===== config.mk =====
export PLATFORM = sky130hd
export DESIGN_NAME = dld_lock_detect
export DESIGN_NICKNAME = d
export VERILOG_FILES = /design/src/hw/dld_pkg.sv /design/src/hw/dld_cmp_if.sv /design/src/hw/dld_phase_win.sv /design/src/hw/dld_lock_detect.sv
export SDC_FILE = /design/constraint.sdc
export NUM_CORES = 1
export LEC_CHECK = 0
export CORE_UTILIZATION = 45
export CTS_CLUSTER_DIAMETER = 50
export CTS_CLUSTER_SIZE = 28
export DETAILED_ROUTE_END_ITERATION = 12
export DONT_BUFFER_PORTS = 1
export SLEW_MARGIN = 20
export SYNTH_ARGS = -nofsm -noshare
export SYNTH_HDL_FRONTEND = slang
export SYNTH_SLANG_ARGS = --single-unit
export TNS_END_PERCENT = 100

===== constraint.sdc =====
create_clock -name sys_clk -period 8.6 [get_ports sys_clk]
set_input_delay 0.86 -clock sys_clk [delete_from_list [all_inputs] [get_ports sys_clk]]
set_output_delay 0.86 -clock sys_clk [all_outputs]
set_load 0.02 [all_outputs]

===== src/hw/dld_pkg.sv =====
/*
 * Shared constants and types for the digital lock detector.
 * Assumes a single 40 MHz system clock drives all detector logic.
 */
package dld_pkg;
    // =========================================================
    // Widths
    localparam int WIN_W = 8;
    localparam int CNT_W = 16;

    // =========================================================
    // Reset values
    localparam logic [WIN_W-1:0] ERR_RST = 8'h00;
    localparam logic [CNT_W-1:0] CNT_RST = 16'h0000;

    // =========================================================
    // Timing figures
    localparam int SYS_CLK_MHZ = 40;
    localparam int EX_PD_RATE_MHZ = 40;
    localparam int EX_LOCK_COUNT = 10000;
    localparam int EX_MIN_LOCK_US = EX_LOCK_COUNT / EX_PD_RATE_MHZ;
    localparam int EX_MIN_LOCK_CYC = EX_MIN_LOCK_US * SYS_CLK_MHZ;

    // =========================================================
    // Types
    typedef logic [WIN_W-1:0] dld_win_t;
    typedef logic [CNT_W-1:0] dld_cnt_t;
    typedef enum logic [1:0] {
        DLD_IDLE = 2'b01,
        DLD_MEAS = 2'b10
    } dld_state_t;
endpackage : dld_pkg


===== src/hw/dld_cmp_if.sv =====
/*
 * Carrier between the lock detector top and one edge comparator.
 * Assumes both ends run on sys_clk.
 */
`timescale 1ns/10ps
interface dld_cmp_if;
    import dld_pkg::*;
    logic ref_lvl;
    logic fb_lvl;
    dld_win_t win;
    logic ok;
    logic bad;
    modport cmp (input ref_lvl, input fb_lvl, input win, output ok,
                 output bad);
    modport user (output ref_lvl, output fb_lvl, output win, input ok,
                  input bad);
endinterface : dld_cmp_if


===== src/hw/dld_phase_win.sv =====
/*
 * Edge comparator: times the gap between a divided reference edge and a
 * divided feedback edge in sys_clk cycles and grades each phase detector
 * cycle as inside or outside the window.
 * Assumes ref_lvl and fb_lvl are already synchronised to sys_clk.
 */
`timescale 1ns/10ps
module dld_phase_win (
    input wire logic sys_clk,
    input wire logic rst_n,
    dld_cmp_if.cmp cmp
);
    import dld_pkg::*;

    // =========================================================
    // Edge detection
    logic ref_d_ff;
    logic fb_d_ff;
    logic first_ref_ff;
    logic ok_ff;
    logic bad_ff;
    dld_win_t err_ff;
    dld_win_t nxt_err;
    dld_state_t state_ff;
    dld_state_t nxt_state;
    logic nxt_first_ref;
    logic nxt_ok;
    logic nxt_bad;

    wire ref_edge = cmp.ref_lvl & ~ref_d_ff;
    wire fb_edge = cmp.fb_lvl & ~fb_d_ff;
    wire other_edge = first_ref_ff ? fb_edge : ref_edge;
    wire same_edge = first_ref_ff ? ref_edge : fb_edge;
    wire [WIN_W:0] err_inc = {1'b0, err_ff} + {{WIN_W{1'b0}}, 1'b1};
    wire in_win = err_inc <= {1'b0, cmp.win};
    wire meas_done = other_edge | same_edge | ~in_win;

    // =========================================================
    // Grading
    always_comb begin
        nxt_state = state_ff;
        nxt_err = err_ff;
        nxt_first_ref = first_ref_ff;
        nxt_ok = 1'b0;
        nxt_bad = 1'b0;
        case (state_ff)
            DLD_IDLE: begin
                if (ref_edge && fb_edge) begin
                    nxt_ok = 1'b1;
                end else if (ref_edge || fb_edge) begin
                    nxt_state = DLD_MEAS;
                    nxt_err = ERR_RST;
                    nxt_first_ref = ref_edge;
                end
            end
            DLD_MEAS: begin
                nxt_err = err_inc[WIN_W-1:0];
                if (meas_done) begin
                    nxt_state = DLD_IDLE;
                    nxt_ok = other_edge & in_win;
                    nxt_bad = ~(other_edge & in_win);
                end
            end
            default: begin
                nxt_state = DLD_IDLE;
            end
        endcase
    end

    always_ff @(posedge sys_clk or negedge rst_n) begin
        if (!rst_n) begin
            ref_d_ff <= 1'b0;
            fb_d_ff <= 1'b0;
            state_ff <= DLD_IDLE;
            err_ff <= ERR_RST;
            first_ref_ff <= 1'b0;
            ok_ff <= 1'b0;
            bad_ff <= 1'b0;
        end else begin
            ref_d_ff <= cmp.ref_lvl;
            fb_d_ff <= cmp.fb_lvl;
            state_ff <= nxt_state;
            err_ff <= nxt_err;
            first_ref_ff <= nxt_first_ref;
            ok_ff <= nxt_ok;
            bad_ff <= nxt_bad;
        end
    end

    assign cmp.ok = ok_ff;
    assign cmp.bad = bad_ff;
endmodule : dld_phase_win


===== src/hw/dld_lock_detect.sv =====
/*
 * Digital lock detector for a dual-loop clock conditioner: grades every
 * phase detector cycle of both loops and qualifies first-loop lock,
 * second-loop lock and holdover exit from consecutive in-window cycles.
 * Assumes divided clock pins are asynchronous and slower than sys_clk/4;
 * configuration ports and holdover_enter come from sys_clk logic.
 */
// Contract
// Three events share one scheme: two loop locks and holdover exit.
// Loops use own window and count; exit uses loop-1 window, own count.
// A loop's lock output goes true when its qualification event occurs.
// The holdover exit event takes the device out of holdover.
// An event needs count consecutive in-window phase detector cycles.
// No event fires before count phase detector cycles have been graded.
// Any out-of-window cycle clears the in-window counter to zero.
// Software sets ppm = 2e6 x window x PD rate / count by its choice.
// Effective tolerance is the window width divided by the count.
// At 40 MHz PD rate and count 10,000 loop-2 lock waits 250 us.
// Counter saturates at count; lock holds until a violation.
`timescale 1ns/10ps
module dld_lock_detect (
    input wire logic sys_clk,
    input wire logic rst_n,
    input wire logic first_loop_divided_reference,
    input wire logic first_loop_divided_feedback,
    input wire logic second_loop_divided_reference,
    input wire logic second_loop_divided_feedback,
    input wire dld_pkg::dld_win_t first_loop_window_width,
    input wire dld_pkg::dld_win_t second_loop_window_width,
    input wire dld_pkg::dld_cnt_t first_loop_lock_count,
    input wire dld_pkg::dld_cnt_t second_loop_lock_count,
    input wire dld_pkg::dld_cnt_t holdover_exit_count,
    input wire logic holdover_enter,
    output logic first_loop_lock,
    output logic second_loop_lock,
    output logic holdover_active,
    output logic holdover_exit_pulse
);
    import dld_pkg::*;

    function automatic dld_cnt_t sat_inc(dld_cnt_t c, dld_cnt_t lim);
        sat_inc = (c < lim) ? c + 16'h0001 : c;
    endfunction : sat_inc

    // =========================================================
    // Pin synchronisers
    logic [3:0] meta_ff;
    logic [3:0] sync_ff;
    wire [3:0] pin_w = {second_loop_divided_feedback,
                        second_loop_divided_reference,
                        first_loop_divided_feedback,
                        first_loop_divided_reference};

    always_ff @(posedge sys_clk or negedge rst_n) begin
        if (!rst_n) begin
            meta_ff <= 4'h0;
            sync_ff <= 4'h0;
        end else begin
            meta_ff <= pin_w;
            sync_ff <= meta_ff;
        end
    end

    // =========================================================
    // Edge comparators, one per loop
    logic [1:0] ok_w;
    logic [1:0] bad_w;
    dld_win_t win_w [2];
    assign win_w[0] = first_loop_window_width;
    assign win_w[1] = second_loop_window_width;

    genvar g;
    generate
        for (g = 0; g < 2; g++) begin : g_loop
            dld_cmp_if cif ();
            assign cif.ref_lvl = sync_ff[2*g];
            assign cif.fb_lvl = sync_ff[2*g+1];
            assign cif.win = win_w[g];
            assign ok_w[g] = cif.ok;
            assign bad_w[g] = cif.bad;
            dld_phase_win u_cmp (
                .sys_clk (sys_clk),
                .rst_n (rst_n),
                .cmp (cif.cmp)
            );
        end
    endgenerate

    // =========================================================
    // Qualifiers: 0 first-loop lock, 1 second-loop lock, 2 holdover exit
    logic holdover_active_ff;
    logic holdover_exit_ff;
    logic first_lock_ff;
    logic second_lock_ff;
    dld_cnt_t tgt_w [3];
    logic [2:0] q_en;
    logic [2:0] met_w;
    assign tgt_w[0] = first_loop_lock_count;
    assign tgt_w[1] = second_loop_lock_count;
    assign tgt_w[2] = holdover_exit_count;
    assign q_en = {holdover_active_ff, 2'b11};

    generate
        for (g = 0; g < 3; g++) begin : g_qual
            localparam int LP = (g == 1) ? 1 : 0;
            dld_cnt_t cnt_ff;
            dld_cnt_t nxt_cnt;
            assign nxt_cnt = (!q_en[g] || bad_w[LP]) ? CNT_RST :
                             ok_w[LP] ? sat_inc(cnt_ff, tgt_w[g]) :
                             cnt_ff;
            assign met_w[g] = (tgt_w[g] != CNT_RST) &&
                              (nxt_cnt >= tgt_w[g]);
            always_ff @(posedge sys_clk or negedge rst_n) begin
                if (!rst_n) begin
                    cnt_ff <= CNT_RST;
                end else begin
                    cnt_ff <= nxt_cnt;
                end
            end
        end
    endgenerate

    // =========================================================
    // Lock and holdover outputs
    always_ff @(posedge sys_clk or negedge rst_n) begin
        if (!rst_n) begin
            first_lock_ff <= 1'b0;
            second_lock_ff <= 1'b0;
            holdover_active_ff <= 1'b0;
            holdover_exit_ff <= 1'b0;
        end else begin
            first_lock_ff <= met_w[0];
            second_lock_ff <= met_w[1];
            holdover_exit_ff <= holdover_active_ff & met_w[2];
            if (holdover_active_ff && met_w[2]) begin
                holdover_active_ff <= 1'b0;
            end else if (holdover_enter) begin
                holdover_active_ff <= 1'b1;
            end
        end
    end

    assign first_loop_lock = first_lock_ff;
    assign second_loop_lock = second_lock_ff;
    assign holdover_active = holdover_active_ff;
    assign holdover_exit_pulse = holdover_exit_ff;
endmodule : dld_lock_detect


==> impl_metrics.env <==
export IMPL_status="completed"
export IMPL_route_detailed_drc=0
export IMPL_core_um2=15900
export IMPL_tns_ns=0
export IMPL_crit_path_max_fanout=32
export IMPL_placed_area_um2=7520
export IMPL_drtIter0Drc=285
export IMPL_cts_resized_gates=0
export IMPL_fin_skew_ns=0.00861
export IMPL_grt_max_degree=91
export IMPL_place_hpwl_um=13000
export IMPL_start_kind="input port"
export IMPL_synthesis_nets=1026
export IMPL_avgViaCountPerCell=5.87
export IMPL_die_x_um=130
export IMPL_fill_cells=1521
export IMPL_grt_use_met1=0.287
export IMPL_setup_ws_ns=4.22
export IMPL_final_common_cell="ha_1"
export IMPL_fmax_mhz=228
export IMPL_clk_pin_slew_worst_paths_ns=0.07
export IMPL_grt_pass1_vias=6018
export IMPL_synth_enable_flop_cells=0
export IMPL_layout_cells_non_filler=1050
export IMPL_io_pins=75
export IMPL_core_rowCount=46
export IMPL_synth_ff_type="dfrtp_1"
export IMPL_clock_latency_ns=0.36
export IMPL_diodes=0
export IMPL_period_minus_slack_ns=4.38
export IMPL_dieArea_um2=16800
export IMPL_wire_per_inst_um=16.2
export IMPL_first_pass_iters=5
export IMPL_synth_area_um2=7330
export IMPL_hold_violations=0
export IMPL_max_cap_violations=0
export IMPL_syn_area_per_cell_um2=8.76
export IMPL_die_h_um=130
export IMPL_post_cts_buffers=0
export IMPL_slew_headroom=0.327
export IMPL_areaGrowthSynthToFinish_pct=6.66
export IMPL_vias=6163
export IMPL_criticalPathCategory="in -> reg"
export IMPL_layout_common_cells="118 x ha_1, 88 x dfrtp_1, 73 x inv_1"
export IMPL_cts_buffers=9
export IMPL_holdBufCountCts=0
export IMPL_peakVddDrop_v=0.000114
export IMPL_cts_root_buf="clkbuf_16"
export IMPL_hold_class="in -> async"
export IMPL_setup_viol=0
export IMPL_antenna_found_initial=0
export IMPL_drtAntennaViolNets=0
export IMPL_worstPathRequired_ns=8.85
export IMPL_async_flop_share=1.00
export IMPL_totalWireLength_um=17000
export IMPL_slew_viol_final=0
export IMPL_cts_tree="built"
export IMPL_busiest_layer="met2"
export IMPL_dp_cells=1034
export IMPL_cp_end_kind="flop"
export IMPL_io_buffers=0
export IMPL_ys_seq_area_frac=0.308
export IMPL_fin_nets=1018
export IMPL_h_tree_depth=3
export IMPL_grt_overflow=0
export IMPL_power_total_mw=1.28
export IMPL_ys_types=62
export IMPL_post_place_ws_ns=3.94
export IMPL_use_met2=0.359
export IMPL_clk_path_buf_depth=2
export IMPL_grt_pass1_wl_um=28800
export IMPL_start_util=0.461
export IMPL_synthCells=837
export IMPL_min_period_over_period=0.510
export IMPL_arrival_ns=4.63
export IMPL_ys_ff_latch=90
export IMPL_grt_usage=0.216
export IMPL_gp_congestion=0.914
export IMPL_leakagePower_nw=3.88
export IMPL_fin_area_um2=7820
export IMPL_grt_util_met3=0.0301
export IMPL_ys_warn_count=0
export IMPL_power_density_nw_per_um2=164
export IMPL_cts_sinks=90
export IMPL_drive_above_1_share=0.0528
export IMPL_rsz0062_at_grt="false"
export IMPL_worst_pin_slew_ns=1.01
[path summary, 6_finish.rpt]
path	start	to	slack, ns	cells past startpoint
setup / recovery	holdover_exit_count[4]	holdover_exit_pulse	4.22	14
hold / removal	rst_n	g_qual[1].cnt_ff[6]	0.19	0
min in group sys_clk	meta_ff[0]	sync_ff[0]	0.35	0
hold reg to reg	meta_ff[0]	sync_ff[0]	0.35	0
setup reg to reg	g_qual[2].cnt_ff[7]	holdover_exit_pulse	4.30	13
max in group asynchronous	rst_n	g_loop[0].u_cmp.state_ff[0]	8.17	0
[cells in the mapped netlist (4+ instances only)]
library cell,count,area [µm²]
mux2_2,17,191
a31oi_1,4,25.0
clkbuf_1,18,67.6
mux2i_1,4,40.0
o31ai_1,20,150
nor2b_1,30,188
and3_1,16,100
nor2_1,42,158
o211ai_1,6,45.0
nand2_1,70,263
nand4_1,24,150
nor3_1,14,70.1
a21oi_1,50,250
ha_1,118,1480
nand3_1,29,145
a211oi_1,7,52.6
dfrtp_1,88,2200
xor2_1,5,43.8
inv_1,73,274
or4_1,20,150
xnor2_1,9,78.8
o21a_1,4,30.0
o21ai_0,48,240
nor4_1,21,131
or3_1,7,43.8
a21o_1,21,158
nand2b_1,17,106
[flip-flops by register name, summed over array words and instances, names as in the netlist]
| signal | cells |
|---|---|
| g_loop.u_cmp.err_ff | 16 |
| first_loop_lock | 1 |
| g_loop.u_cmp.cmp.ok | 2 |
| g_loop.u_cmp.first_ref_ff | 2 |
| holdover_exit_pulse | 1 |
| g_loop.u_cmp.fb_d_ff | 2 |
| second_loop_lock | 1 |
| g_loop.u_cmp.state_ff | 4 |
| g_loop.u_cmp.cmp.bad | 2 |
| meta_ff | 4 |
| sync_ff | 4 |
| holdover_active | 1 |
| g_qual.cnt_ff | 48 |
| g_loop.u_cmp.ref_d_ff | 2 |
[area by class of cell]
cell class                 count  area, µm²  share of cell area
sequential                    90       2250               0.288
tap                          216        270              0.0346
multi-input combinational    653       4710               0.603
clock buffer                   9        225              0.0288
clock inverter                 7       66.3             0.00848
timing repair buffer           2       15.0             0.00192
inverter                      73        274              0.0351
[per-stage QoR]
stage	hold slack (ns)	utilization
finish	0.194	0.492
floorplan	0.331	-
detailed placement	0.337	0.474
global placement	0.339	0.474
global route	0.183	0.492
CTS	0.180	0.492
[worst max-delay path: stages]
cell,delay (ns)
inv_1,0.03
ha_1,0.30
a221o_1,0.35
a31oi_1,0.15
o21ai_0,0.10
a22o_1,0.53
o311ai_0,0.50
o41ai_1,0.17
ha_1,0.34
a21o_1,0.20
a211oi_1,0.45
o21ai_0,0.17
a211o_1,0.31
and3_1,0.16
[per-layer routing]
metal	vias up	wire, µm	share of wire
met2	110	8130	0.48
met3	22	566	0.033
li1	3068	-	-
met5	-	0	0
met1	2963	7970	0.47
met4	0	299	0.018
[where the power goes]
part	leakage, nW	internal, mW	switching [mW]	total [mW]
clock	0.145	0.205	0.195	0.400
sequential	1.20	0.471	0.0626	0.533
combinational	2.54	0.150	0.201	0.351
[cell families after synthesis]
family / after synthesis / share of synthesized area
adders and majority gates: 118 / 0.201
xor gates and xnor gates: 14 / 0.0167
AOI/OAI and AO/OA: 192 / 0.169
muxes: 21 / 0.0316
DFF: 90 / 0.308
and+or+nand+nor: 308 / 0.224
buffers and inverters: 94 / 0.0495
(Power assumes the default switching activity.)
